File: config.mk
export PLATFORM = sky130hd
export DESIGN_NAME = dram_ctrl
export DESIGN_NICKNAME = d
export VERILOG_FILES = /design/src/design/dram_ctrl_pkg.sv /design/src/design/dram_ctrl.sv
export SDC_FILE = /design/constraint.sdc
export NUM_CORES = 1
export LEC_CHECK = 0
export BUFFER_PORTS_ARGS = -buffer_cell sky130_fd_sc_hd__buf_4
export CAP_MARGIN = 10
export CORE_MARGIN = 2
export CORE_UTILIZATION = 30
export DETAILED_ROUTE_END_ITERATION = 12
export GPL_TIMING_DRIVEN = 0
export SLEW_MARGIN = 20
export SYNTH_ARGS = -nofsm -noshare
export SYNTH_HDL_FRONTEND = slang
export SYNTH_SLANG_ARGS = --single-unit
export TNS_END_PERCENT = 30
File: constraint.sdc
create_clock -name clk -period 9.27 [get_ports clk]
set_input_delay 2.3175 -clock clk [delete_from_list [all_inputs] [get_ports clk]]
set_output_delay 2.3175 -clock clk [all_outputs]
set_load 0.01 [all_outputs]
File: src/design/dram_ctrl_pkg.sv
// Package: pin carrier, timing constants and command codes for the DRAM controller
package dram_ctrl_pkg;
  localparam int ADDR_W = 10;
  localparam int CLK_MHZ = 40;
  // Times in ns; counts round up for minimums, down for maxima
  localparam int ROW_ACCESS_TIME_NS = 100;
  localparam int COLUMN_TO_WRITE_DELAY_NS = 25;
  localparam int ROW_PRECHARGE_TIME_NS = 80;
  localparam int ROW_TO_COL_NS = 25;
  localparam int COL_PULSE_NS = 35;
  localparam int COL_PRECHARGE_NS = 15;
  localparam int COLUMN_SETUP_FOR_REFRESH_NS = 10;
  localparam int REFRESH_PERIOD_NS = 15600;
  localparam int POWERUP_PAUSE_NS = 200000;
  localparam int CYC_NS = 1000 / CLK_MHZ;
  localparam int ROW_ACCESS_CYC = (ROW_ACCESS_TIME_NS + CYC_NS - 1) / CYC_NS;
  localparam int CWD_CYC = (COLUMN_TO_WRITE_DELAY_NS + CYC_NS - 1) / CYC_NS;
  localparam int PRECHARGE_CYC = (ROW_PRECHARGE_TIME_NS + CYC_NS - 1) / CYC_NS;
  localparam int RCD_CYC = (ROW_TO_COL_NS + CYC_NS - 1) / CYC_NS;
  localparam int CAS_CYC = (COL_PULSE_NS + CYC_NS - 1) / CYC_NS;
  localparam int CP_CYC = (COL_PRECHARGE_NS + CYC_NS - 1) / CYC_NS;
  localparam int CSR_CYC = (COLUMN_SETUP_FOR_REFRESH_NS + CYC_NS - 1) / CYC_NS;
  localparam int REFRESH_CYC = REFRESH_PERIOD_NS / CYC_NS;
  localparam int POWERUP_CYC = (POWERUP_PAUSE_NS + CYC_NS - 1) / CYC_NS;
  localparam int WAKE_CYCLES = 8;
  localparam int ROWS = 512;
  localparam int RAS_ACTIVE_CYC = ROW_ACCESS_CYC;
  // User command codes
  typedef enum logic [1:0] {CMD_READ, CMD_WRITE, CMD_RMW, CMD_RWW} cmd_t;
  // User request carrier
  typedef struct packed {
    cmd_t cmd;
    logic [ADDR_W-1:0] row;
    logic [ADDR_W-1:0] col;
    logic wdata;
    logic last;
  } req_t;
  // DRAM pin carrier, strobes active low
  typedef struct packed {
    logic ras_n;
    logic cas_n;
    logic we_n;
    logic [ADDR_W-1:0] mux_address_in;
    logic data_in;
    logic test_function_in;
  } pins_t;
endpackage : dram_ctrl_pkg

File: src/design/dram_ctrl.sv
// DRAM controller: init, page accesses, refresh, counter test and test mode drive
`timescale 1ns/1ps
module dram_ctrl import dram_ctrl_pkg::*; #(
  parameter int POWERUP_CYCLES = POWERUP_CYC,
  parameter int REFRESH_CYCLES = REFRESH_CYC
) (
  // Clock and reset
  input wire logic clk,
  input wire logic rst,
  // User requests
  input wire logic req_valid,
  input wire req_t req,
  output logic req_ready,
  output logic rdata_valid,
  output logic rdata,
  output logic rdata_z,
  // Mode controls
  input wire logic test_mode_en,
  input wire logic cnt_test_start,
  input wire logic hidden_ok,
  output logic init_done,
  output logic cnt_test_busy,
  output logic cnt_test_fail,
  // DRAM pins
  output pins_t pins,
  input wire logic q_in,
  input wire logic q_oe
);
  typedef enum logic [3:0] {S_PWR, S_WAKE_LO, S_WAKE_HI, S_IDLE, S_RAS, S_CAS, S_CASHI,
    S_PRE, S_CBR_SET, S_CBR_RAS, S_HID_UP} state_t;
  typedef enum logic [2:0] {T_OFF, T_INIT, T_FILL, T_UP, T_CHK, T_DN, T_CHK2} tphase_t;
  state_t st_ff, nxt_st;
  tphase_t tp_ff, nxt_tp;
  logic [17:0] tmr_ff, nxt_tmr;
  logic [13:0] ref_ff, nxt_ref;
  logic [9:0] rows_ff, nxt_rows;
  logic [3:0] wake_ff, nxt_wake;
  logic ref_due_ff, nxt_ref_due;
  logic busy_ff, nxt_busy;
  logic cbr_test_ff, nxt_cbr_test;
  logic pol_ff, nxt_pol;
  logic fail_ff, nxt_fail;
  pins_t pins_ff, nxt_pins;
  req_t cur_ff, nxt_cur;
  logic rdy_ff, nxt_rdy, rv_ff, nxt_rv, rd_ff, nxt_rd, rz_ff, nxt_rz, done_ff, nxt_done;
  logic tmr_zero;
  assign tmr_zero = (tmr_ff == '0);
  assign req_ready = rdy_ff;
  assign rdata_valid = rv_ff;
  assign rdata = rd_ff;
  assign rdata_z = rz_ff;
  assign init_done = done_ff;
  assign cnt_test_busy = busy_ff;
  assign cnt_test_fail = fail_ff;
  assign pins = pins_ff;

  // Sequencer: one state machine owns every pin so strobes never glitch between processes
  always_comb begin
    nxt_st = st_ff;
    nxt_tp = tp_ff;
    nxt_tmr = tmr_zero ? tmr_ff : 18'(tmr_ff - 18'h1);
    nxt_ref = (ref_ff == '0) ? ref_ff : 14'(ref_ff - 14'h1);
    nxt_ref_due = ref_due_ff | (ref_ff == '0);
    nxt_rows = rows_ff;
    nxt_wake = wake_ff;
    nxt_cbr_test = cbr_test_ff;
    nxt_pol = pol_ff;
    nxt_fail = fail_ff;
    nxt_pins = pins_ff;
    nxt_cur = cur_ff;
    nxt_rdy = 1'b0;
    nxt_rv = 1'b0;
    nxt_rd = rd_ff;
    nxt_rz = rz_ff;
    nxt_done = done_ff;
    if (ref_ff == '0) begin
      nxt_ref = 14'(REFRESH_CYCLES - 1);
    end
    unique case (st_ff)
      S_PWR: if (tmr_zero) begin
        nxt_st = S_WAKE_LO;
        nxt_wake = 4'(WAKE_CYCLES);
        nxt_tmr = 18'(RAS_ACTIVE_CYC - 1);
        nxt_pins.ras_n = 1'b0;
      end
      S_WAKE_LO: if (tmr_zero) begin
        nxt_pins.ras_n = 1'b1;
        nxt_wake = 4'(wake_ff - 4'h1);
        nxt_tmr = 18'(PRECHARGE_CYC - 1);
        nxt_st = S_WAKE_HI;
      end
      S_WAKE_HI: if (tmr_zero) begin
        if (wake_ff == '0) begin
          nxt_st = S_IDLE;
          nxt_done = 1'b1;
        end else begin
          nxt_pins.ras_n = 1'b0;
          nxt_tmr = 18'(RAS_ACTIVE_CYC - 1);
          nxt_st = S_WAKE_LO;
        end
      end
      S_IDLE: begin
        nxt_pins.test_function_in = test_mode_en;
        if (req_valid && rdy_ff) begin
          // Ready was promised last cycle, so a due refresh waits for this access
          nxt_cur = req;
          nxt_pins.mux_address_in = req.row;
          nxt_pins.ras_n = 1'b0;
          nxt_tmr = 18'(RCD_CYC - 1);
          nxt_st = S_RAS;
        end else if ((ref_due_ff && tp_ff == T_OFF) || tp_ff == T_INIT) begin
          // Counter refresh: column strobe first, then row strobe; a new due pulse still wins
          nxt_ref_due = (ref_ff == '0);
          nxt_pins.cas_n = 1'b0;
          nxt_pins.we_n = 1'b1;
          nxt_cbr_test = 1'b0;
          nxt_tmr = 18'(CSR_CYC - 1);
          nxt_st = S_CBR_SET;
        end else if (tp_ff == T_UP || tp_ff == T_DN) begin
          // Counter test read-write: counter row, fixed column
          // Each test cycle refreshes a row; a plain counter refresh here would skip one
          nxt_ref_due = (ref_ff == '0);
          nxt_pins.mux_address_in = '0;
          nxt_pins.cas_n = 1'b0;
          nxt_pins.we_n = 1'b1;
          nxt_cbr_test = 1'b1;
          nxt_tmr = 18'(CSR_CYC - 1);
          nxt_st = S_CBR_SET;
        end else if (tp_ff == T_FILL || tp_ff == T_CHK || tp_ff == T_CHK2) begin
          // Normal row access on column zero; the sweep refreshes rows in turn
          nxt_ref_due = (ref_ff == '0);
          nxt_cur.cmd = (tp_ff == T_FILL) ? CMD_WRITE : CMD_READ;
          nxt_cur.row = {1'b0, rows_ff[8:0]};
          nxt_cur.col = '0;
          nxt_cur.wdata = pol_ff;
          nxt_cur.last = 1'b1;
          nxt_pins.mux_address_in = {1'b0, rows_ff[8:0]};
          nxt_pins.ras_n = 1'b0;
          nxt_tmr = 18'(RCD_CYC - 1);
          nxt_st = S_RAS;
        end else if (cnt_test_start && tp_ff == T_OFF) begin
          nxt_tp = T_INIT;
          nxt_rows = 10'(WAKE_CYCLES);
          nxt_pol = 1'b0;
          nxt_fail = 1'b0;
        end else begin
          nxt_rdy = 1'b1;
        end
      end
      S_RAS: if (tmr_zero) begin
        nxt_pins.mux_address_in = cur_ff.col;
        if (test_mode_en) nxt_pins.mux_address_in[ADDR_W-1] = 1'b0;
        nxt_pins.data_in = cur_ff.wdata;
        // Early write only for plain writes; others hold write strobe high
        nxt_pins.we_n = (cur_ff.cmd != CMD_WRITE);
        nxt_pins.cas_n = 1'b0;
        nxt_tmr = (cur_ff.cmd == CMD_RMW) ? 18'(ROW_ACCESS_CYC - RCD_CYC) :
          (cur_ff.cmd == CMD_RWW) ? 18'(CWD_CYC) : 18'(CAS_CYC - 1);
        nxt_st = S_CAS;
      end
      S_CAS: if (tmr_zero) begin
        if (pins_ff.we_n && cur_ff.cmd != CMD_READ) begin
          // Late write strobe after read data or column-to-write delay
          nxt_pins.we_n = 1'b0;
          nxt_rv = 1'b1;
          nxt_rd = q_in;
          nxt_rz = ~q_oe;
          nxt_tmr = 18'(CAS_CYC - 1);
        end else begin
          if (cur_ff.cmd == CMD_READ) begin
            nxt_rv = 1'b1;
            nxt_rd = q_in;
            nxt_rz = ~q_oe;
            if (tp_ff == T_CHK || tp_ff == T_CHK2) nxt_fail = fail_ff | ~q_oe | (q_in != pol_ff);
          end
          if (hidden_ok && cur_ff.cmd == CMD_READ && cur_ff.last && tp_ff == T_OFF) begin
            // Hidden refresh keeps read data on the output
            nxt_pins.ras_n = 1'b1;
            nxt_ref_due = (ref_ff == '0);
            nxt_tmr = 18'(PRECHARGE_CYC - 1);
            nxt_st = S_HID_UP;
          end else begin
            nxt_pins.cas_n = 1'b1;
            nxt_pins.we_n = 1'b1;
            nxt_tmr = 18'(CP_CYC - 1);
            nxt_st = S_CASHI;
          end
        end
      end
      S_CASHI: if (tmr_zero) begin
        if (!cur_ff.last && req_valid && req.row == cur_ff.row && tp_ff == T_OFF) begin
          // Next column of the open page, any access kind
          nxt_cur = req;
          nxt_rdy = 1'b1;
          nxt_tmr = '0;
          nxt_st = S_RAS;
        end else begin
          nxt_pins.ras_n = 1'b1;
          nxt_tmr = 18'(PRECHARGE_CYC - 1);
          nxt_st = S_PRE;
        end
      end
      S_HID_UP: if (tmr_zero) begin
        nxt_pins.ras_n = 1'b0;
        nxt_cbr_test = 1'b0;
        nxt_tmr = 18'(RAS_ACTIVE_CYC - 1);
        nxt_st = S_CBR_RAS;
      end
      S_CBR_SET: if (tmr_zero) begin
        nxt_pins.ras_n = 1'b0;
        nxt_tmr = 18'(RAS_ACTIVE_CYC - 1);
        nxt_st = S_CBR_RAS;
      end
      S_CBR_RAS: if (tmr_zero) begin
        if (cbr_test_ff && pins_ff.we_n) begin
          nxt_pins.data_in = (tp_ff == T_UP) ? ~pol_ff : pol_ff;
          nxt_pins.we_n = 1'b0;
          nxt_tmr = 18'(CAS_CYC - 1);
        end else begin
          nxt_pins.ras_n = 1'b1;
          nxt_pins.cas_n = 1'b1;
          nxt_pins.we_n = 1'b1;
          nxt_tmr = 18'(PRECHARGE_CYC - 1);
          nxt_st = S_PRE;
        end
      end
      S_PRE: if (tmr_zero) begin
        nxt_st = S_IDLE;
        if (tp_ff != T_OFF) begin
          // Counter test phase bookkeeping, 8 rows for the init pass, 512 rows per pass after it
          nxt_rows = 10'(rows_ff - 10'h1);
          if (rows_ff == 10'h1) begin
            nxt_rows = 10'(ROWS);
            unique case (tp_ff)
              T_INIT: nxt_tp = T_FILL;
              T_FILL: nxt_tp = T_UP;
              T_UP: begin
                nxt_tp = T_CHK;
                nxt_pol = ~pol_ff;
              end
              T_CHK: begin
                nxt_tp = T_DN;
                nxt_pol = ~pol_ff;
              end
              T_DN: nxt_tp = T_CHK2;
              T_CHK2: begin
                nxt_tp = pol_ff ? T_OFF : T_FILL;
                nxt_pol = ~pol_ff;
              end
              default: nxt_tp = T_OFF;
            endcase
          end
        end
      end
      default: nxt_st = S_IDLE;
    endcase
    // Busy flag registered so the output comes straight from a flop
    nxt_busy = (nxt_tp != T_OFF);
  end

  // State registers
  always_ff @(posedge clk or posedge rst) begin
    if (rst) begin
      st_ff <= S_PWR;
      tp_ff <= T_OFF;
      tmr_ff <= 18'(POWERUP_CYCLES - 1);
      ref_ff <= 14'(REFRESH_CYCLES - 1);
      ref_due_ff <= 1'b0;
      rows_ff <= '0;
      wake_ff <= '0;
      busy_ff <= 1'b0;
      cbr_test_ff <= 1'b0;
      pol_ff <= 1'b0;
      fail_ff <= 1'b0;
      pins_ff <= '{ras_n: 1'b1, cas_n: 1'b1, we_n: 1'b1, mux_address_in: '0, data_in: 1'b0,
        test_function_in: 1'b0};
      cur_ff <= '0;
      rdy_ff <= 1'b0;
      rv_ff <= 1'b0;
      rd_ff <= 1'b0;
      rz_ff <= 1'b1;
      done_ff <= 1'b0;
    end else begin
      st_ff <= nxt_st;
      tp_ff <= nxt_tp;
      tmr_ff <= nxt_tmr;
      ref_ff <= nxt_ref;
      ref_due_ff <= nxt_ref_due;
      rows_ff <= nxt_rows;
      wake_ff <= nxt_wake;
      busy_ff <= nxt_busy;
      cbr_test_ff <= nxt_cbr_test;
      pol_ff <= nxt_pol;
      fail_ff <= nxt_fail;
      pins_ff <= nxt_pins;
      cur_ff <= nxt_cur;
      rdy_ff <= nxt_rdy;
      rv_ff <= nxt_rv;
      rd_ff <= nxt_rd;
      rz_ff <= nxt_rz;
      done_ff <= nxt_done;
    end
  end

  // Checks on pin sequencing
  ras_only_a: assert property (@(posedge clk) disable iff (rst)
    (st_ff == S_WAKE_LO) |-> pins.cas_n) else $error("column strobe low in wake cycle");
  cbr_order_a: assert property (@(posedge clk) disable iff (rst)
    $fell(pins.ras_n) && st_ff == S_CBR_RAS |-> $past(!pins.cas_n)) else $error("row before column");
  read_we_a: assert property (@(posedge clk) disable iff (rst)
    (st_ff == S_CAS && cur_ff.cmd == CMD_READ) |-> pins.we_n) else $error("write strobe in read");
  rmw_late_a: assert property (@(posedge clk) disable iff (rst)
    $fell(pins.we_n) && cur_ff.cmd == CMD_RMW |-> $past(!pins.cas_n, 2)) else $error("early rmw write");
  page_ras_a: assert property (@(posedge clk) disable iff (rst)
    $fell(pins.cas_n) && st_ff == S_CAS |-> !pins.ras_n) else $error("column without row");
  hidden_a: assert property (@(posedge clk) disable iff (rst)
    (st_ff == S_HID_UP) |-> !pins.cas_n && pins.ras_n) else $error("hidden refresh dropped column");
  init_a: assert property (@(posedge clk) disable iff (rst)
    !init_done |-> !(st_ff == S_RAS)) else $error("access before init");
  test_msb_a: assert property (@(posedge clk) disable iff (rst)
    (st_ff == S_CAS && test_mode_en && $fell(pins.cas_n)) |-> !pins.mux_address_in[ADDR_W-1])
    else $error("msb driven in test mode");
  read_cov: cover property (@(posedge clk) st_ff == S_CAS && cur_ff.cmd == CMD_READ);
  hid_cov: cover property (@(posedge clk) st_ff == S_HID_UP);
  test_cov: cover property (@(posedge clk) tp_ff == T_CHK2);
endmodule : dram_ctrl

### Word-level counts from Yosys, hierarchy flattened

Cells that the tools add are included.

| word-level totals | value |
|---|---|
| flip-flop bits (word level) | 102 |
| latch bits | 0 |
| bits in writable memories | 0 |
| memory bits (read-only) | 0 |
| output and inout bits | 22 |
| word-level logic and storage cells | 293 |
| memories kept | 0 |

| operators by class | value |
|---|---|
| $add $sub $neg | 4 |
| multipliers | 0 |
| div/mod/pow operators | 0 |
| order comparisons | 0 |
| equality and inequality tests | 57 |
| shifts and indexed selects | 0 |
| mux-type cells | 146 |
| bitwise gates (word level) | 5 |
| reductions and logical operators | 54 |

Operators with widths:

| cell | number |
|---|---|
| two-way mux 18 bit | 12 |
| two-way mux 24 bit | 6 |
| one-hot mux 18 bit (7 select lines) | 1 |
| two-way mux 10 bit | 12 |
| two-way mux 4 bit | 18 |
| two-way mux 1 bit | 56 |
| inequality test 2 bit (second input constant) | 27 |
| one-hot mux 24 bit (2 select lines) | 1 |
| one-hot mux 10 bit (2 select lines) | 2 |
| one-hot mux 4 bit (10 select lines) | 1 |
| two-way mux 3 bit | 10 |
| two-way mux 2 bit | 14 |
| AND reduction 10 bit | 2 |
| logical NOT 18 bit | 1 |
| one-hot mux 3 bit (6 select lines) | 1 |
| nonzero test 2 bit | 9 |
| subtractor 18 x 1 -> 18 bit (second input constant) | 1 |
| equality test 4 x 3 -> 1 bit (second input constant) | 4 |
| inequality test 3 bit (second input constant) | 5 |
| AND reduction 15 bit | 1 |
| logical NOT 14 bit | 1 |
| two-way mux 14 bit | 1 |
| subtractor 14 x 1 -> 14 bit (second input constant) | 1 |
| two-way mux 13 bit | 1 |
| other kinds (41) | 78 |

### Depth between registers and ports, before layout

| depth | value |
|---|---|
| word-level depth | 9 |
| depth in mapped cells | 11 |
| mapped depth without buffers | 9 |

### Worst setup path after synthesis

No wires, ideal clock.

| path | value |
|---|---|
| path kind | in2reg |
| start point | input port req_valid |
| end point | register rows_ff[4] |
| data arrival time | 3.796 ns |
| data required time | 9.192 ns |
| path slack | 5.396 ns |
| stages on the path | 6 |
| path buffers | 0 |
| path through | and2_0 -> nor4_1 -> nand2b_1 -> nand2_1 -> or3_1 -> a21oi_1 |

| on the way | value |
|---|---|
| word-level cells in the longest chain between the ends | 3 |

RTL lines:

| item | RTL line | source |
|---|---|---|
| from (decl) | dram_ctrl.sv:11 | `input wire logic req_valid,` |
| logical AND 1 bit | dram_ctrl.sv:104 | `if (req_valid && rdy_ff) begin` |
| inequality test 2 bit (no line) | -- |  |
| AND reduction 8 bit (no line) | -- |  |
| to (signal assigned) | dram_ctrl.sv:289 | `rows_ff <= nxt_rows;` |
| to (decl) | dram_ctrl.sv:36 | `logic [9:0] rows_ff, nxt_rows;` |

No other way between the ends.
A chain may end at the register's enable or synchronous reset.

### Worst setup path in the final report

| path | value |
|---|---|
| start point | input port req[12] in the netlist's numbering |
| end point | register cur_ff[11] in the netlist's numbering |

| on the way | value |
|---|---|
| word-level cells in the longest chain between the ends | 5 |

RTL lines:

| item | RTL line | source |
|---|---|---|
| from (decl) | dram_ctrl.sv:12 | `input wire req_t req,` |
| equality test 10 bit | dram_ctrl.sv:191 | `if (!cur_ff.last && req_valid && req.row == cur_ff.row && tp_ff == T_OFF) begin` |
| logical AND 1 bit (2 in series) | dram_ctrl.sv:191 |  |
| inequality test 2 bit (no line) | -- |  |
| AND reduction 6 bit (no line) | -- |  |
| to (signal assigned) | dram_ctrl.sv:296 | `cur_ff <= nxt_cur;` |
| to (decl) | dram_ctrl.sv:44 | `req_t cur_ff, nxt_cur;` |

No other way between the ends.

==> flow_metrics.py <==
metrics = {
    "place": {
        "dpl.cell_count": 969,
        "portBuffers": 53,
        "place.gp.congestion": 0.923,
        "place_ws_ps": 4490,
        "hpwl_um": 11300,
        "placed_area_um2": 6530,
    },
    "synth": {
        "synth.distinct_cells": 66,
        "ys_ff_latch": 102,
        "synth_area_per_cell_um2": 8.82,
        "syn_inst": 655,
        "netlist_area_um2": 5780,
        "synth_top_flop_cell": "dfrtp_1",
        "syn_nets": 695,
        "synth-edff-count": 0,
        "yosysWarnings": 0,
        "async_reset_ff_frac": 1.00,
        "yosysSeqAreaShare": 0.447,
    },
    "drt": {
        "routed-via-count": 4977,
        "drt-pass1-iter-count": 5,
        "first_iter_violations": 456,
        "antenna_left": 0,
        "via_per_inst": 5.05,
        "wire_per_inst_um": 15.6,
        "totalWireLength_um": 15300,
        "remaining_drc_errors": 0,
    },
    "timing": {
        "tns_ps": 0,
        "finalMaxSlewViolations": 0,
        "slew_headroom": 0.326,
        "rsz0062_at_grt": "false",
        "fmax_ghz": 0.225,
        "period_needed_ps": 4440,
        "finalCritPeriodShare": 0.479,
        "setup_viol": 0,
        "whs_ps": 456,
        "worstMarginPinSlew_ps": 1000,
        "finalHoldViolCount": 0,
        "worst_slack_ps": 4830,
        "finClkSkew_ps": 17.6,
    },
    "global_routing": {
        "grt_max_degree": 74,
        "grt_pass1_wl_um": 24900,
        "antenna_found_initial": 0,
        "overflow": 0,
        "grt_pass1_vias": 4718,
        "grt_usage": 0.156,
    },
    "min_path": {
        "min_from": "ref_ff[0]",
        "hold_class": "reg -> reg",
        "min_to": "ref_ff[0]",
        "hold_depth": 1,
    },
    "floorplanning": {
        "num_rows": 50,
        "initial_core_util": 0.307,
        "die_w_um": 143,
        "design.die.area_um2": 20400,
        "fp.dieH_um": 143,
        "ioPinCount": 54,
        "core_um2": 18800,
    },
    "worst_setup_path": {
        "ff2ff_setup_slack_ps": 5960,
        "crit_chain": "buf_4 > xnor2_1 > nand4_1 > nor4_1 > a22oi_1 > clkbuf_1 > clkbuf_1 > nand2_1 > o21ai_0",
        "worstSetupStartpointType": "primary input",
        "required_ps": 9490,
        "r2r_start": "tp_ff[0]",
        "worst-setup-path-type": "in -> reg",
        "crit_fanout": 10,
        "rr_endpoint": "cur_ff[11]",
        "r2r_cells": 9,
        "cp.arrival_ps": 4670,
        "slowest_delay_ps": 850,
        "crit_slowest_cell": "nor4_1",
        "crit_path_frequent_cell": "clkbuf_1",
        "endpoint_kind": "register",
    },
    "clock_network": {
        "clk_latency_ps": 370,
        "cts-buffers-inserted": 9,
        "clockBufferDepth": 2,
        "cts_tree": "built",
        "cts_root_buf": "clkbuf_16",
        "post_cts_buffers": 0,
        "htreeDepth": 3,
        "postCtsHoldBufs": 0,
        "clock-sinks": 102,
        "post_cts_resized": 0,
        "clk_pin_slew_worst_paths_ps": 80,
    },
    "power": {
        "peakVddDrop_mv": 0.0812,
        "p_leak_nw": 2.78,
        "total_power_uw": 857,
        "cellPowerDensity_nw_per_um2": 125,
    },
    "layout": {
        "final_cell_count_no_fill": 985,
        "drive_gt1_frac": 0.179,
        "stdcell_area_um2": 6830,
        "nets": 760,
        "final_util": 0.363,
        "antenna_cells": 0,
        "syn2layout_area_growth_pct": 18.2,
    },
    "job": {
        "cap_violations": 0,
    },
    "run_status": {
        "status": "complete, no violations",
    },
}
-- cell usage after synthesis, types with 3 or more instances --
master / count / area share
or2_2: 9 / 0.0097
dfstp_2: 22 / 0.10
a21oi_1: 25 / 0.022
a22oi_1: 11 / 0.014
nor3_1: 23 / 0.020
nand2_1: 93 / 0.060
dfrtp_1: 80 / 0.35
a21o_1: 3 / 0.0039
o21ai_0: 69 / 0.060
mux2i_1: 8 / 0.014
and4b_1: 3 / 0.0052
nand2b_1: 13 / 0.014
mux2_2: 12 / 0.023
xor2_1: 12 / 0.018
nand4_1: 6 / 0.0065
buf_2: 4 / 0.0035
or3_1: 10 / 0.011
or4_1: 7 / 0.0091
xnor2_1: 28 / 0.042
o211ai_1: 3 / 0.0039
nor4_1: 14 / 0.015
ha_1: 8 / 0.017
nand3b_1: 4 / 0.0052
and3_1: 3 / 0.0032
nor2_1: 65 / 0.042
a31oi_1: 6 / 0.0065
nor2b_1: 5 / 0.0054
o31ai_1: 5 / 0.0065
inv_1: 17 / 0.011
a22o_1: 5 / 0.0076
nand3_1: 12 / 0.010
clkbuf_1: 27 / 0.018
-- worst max-delay path by stage --
stage                     startpoint     endpoint  slack (ps)  cells after the start
after global placement           rst   ref_ff[12]        2850                      2
after detailed placement     req[12]   cur_ff[11]        4490                      9
final                        req[12]   cur_ff[11]        4830                      9
after floorplan                  rst  cbr_test_ff        4310                      1
after CTS                    req[12]   cur_ff[11]        4890                      9
after global routing         req[12]   cur_ff[11]        4700                      9
-- per-layer routing --
metal / up-vias / share of wire / global-route usage
met5: - / 0 / 0
met4: 0 / 0.017 / 0.0537
met3: 17 / 0.046 / 0.0268
met2: 128 / 0.47 / 0.247
met1: 2376 / 0.47 / 0.216
li1: 2456 / - / -
-- where the power goes --
group	switching [mW]	internal (mW)	total, mW
Sequential	0.000496	0.446	0.446
Clock	0.191	0.191	0.382
Combinational	0.0159	0.0126	0.0286
-- registers in the layout (all words and copies together) (netlist names) --
signal and flops:
tp_ff 3, rdata_valid 1, cur_ff 24, ref_ff 14
rdata 1, cnt_test_busy 1, cnt_test_fail 1, rows_ff 10
pol_ff 1, cbr_test_ff 1, wake_ff 4, st_ff 4
pins 15, rdata_z 1, ref_due_ff 1, init_done 1
tmr_ff 18, req_ready 1
-- kinds of logic after synthesis --
kind of cell / Yosys count / synth area share
fa+ha+maj: 8 / 0.0173
compound gates: 150 / 0.159
mux: 20 / 0.0372
xor+xnor: 40 / 0.0606
simple gates: 283 / 0.241
buf+inv: 52 / 0.0379
flops: 102 / 0.447
-- cells in the final DEF (no fill, tap or decap), drive strengths merged, types with 3 or more instances in the layout --
| cell | n |
|---|---|
| nand2 | 93 |
| dfrtp | 80 |
| o21ai | 70 |
| nor2 | 65 |
| buf | 62 |
| clkbuf | 36 |
| xnor2 | 28 |
| a21oi | 25 |
| nor3 | 23 |
| dfstp | 22 |
| inv | 21 |
| nor4 | 14 |
| nand2b | 13 |
| nand3 | 12 |
| xor2 | 12 |
| mux2 | 12 |
| a22oi | 11 |
| or3 | 11 |
| or2 | 9 |
| or4 | 9 |
| mux2i | 8 |
| ha | 8 |
| a31oi | 7 |
| nand4 | 6 |
| nor2b | 5 |
| a22o | 5 |
| o31ai | 5 |
| nand3b | 4 |
| and3 | 3 |
| o211ai | 3 |
| and4b | 3 |
| a21o | 3 |
| and2 | 3 |
-- critical path, delay by kind of cell --
kind	cells	cell delay, ps
compound gates	2	330
simple gates	3	1160
xor+xnor	1	150
buf+inv	3	680
-- area by class of cell --
cell class                      count  area (um2)
Buffer                             35         155
Clock buffer                        9         225
Clock inverter                      7        72.6
Fill cell                        1962       12000
Inverter                           17        68.8
Multi-Input combinational cell    501        2980
Sequential cell                   102        2580
Tap cell                          260         325
Timing Repair Buffer               54         425
(Power assumes the default switching activity.)
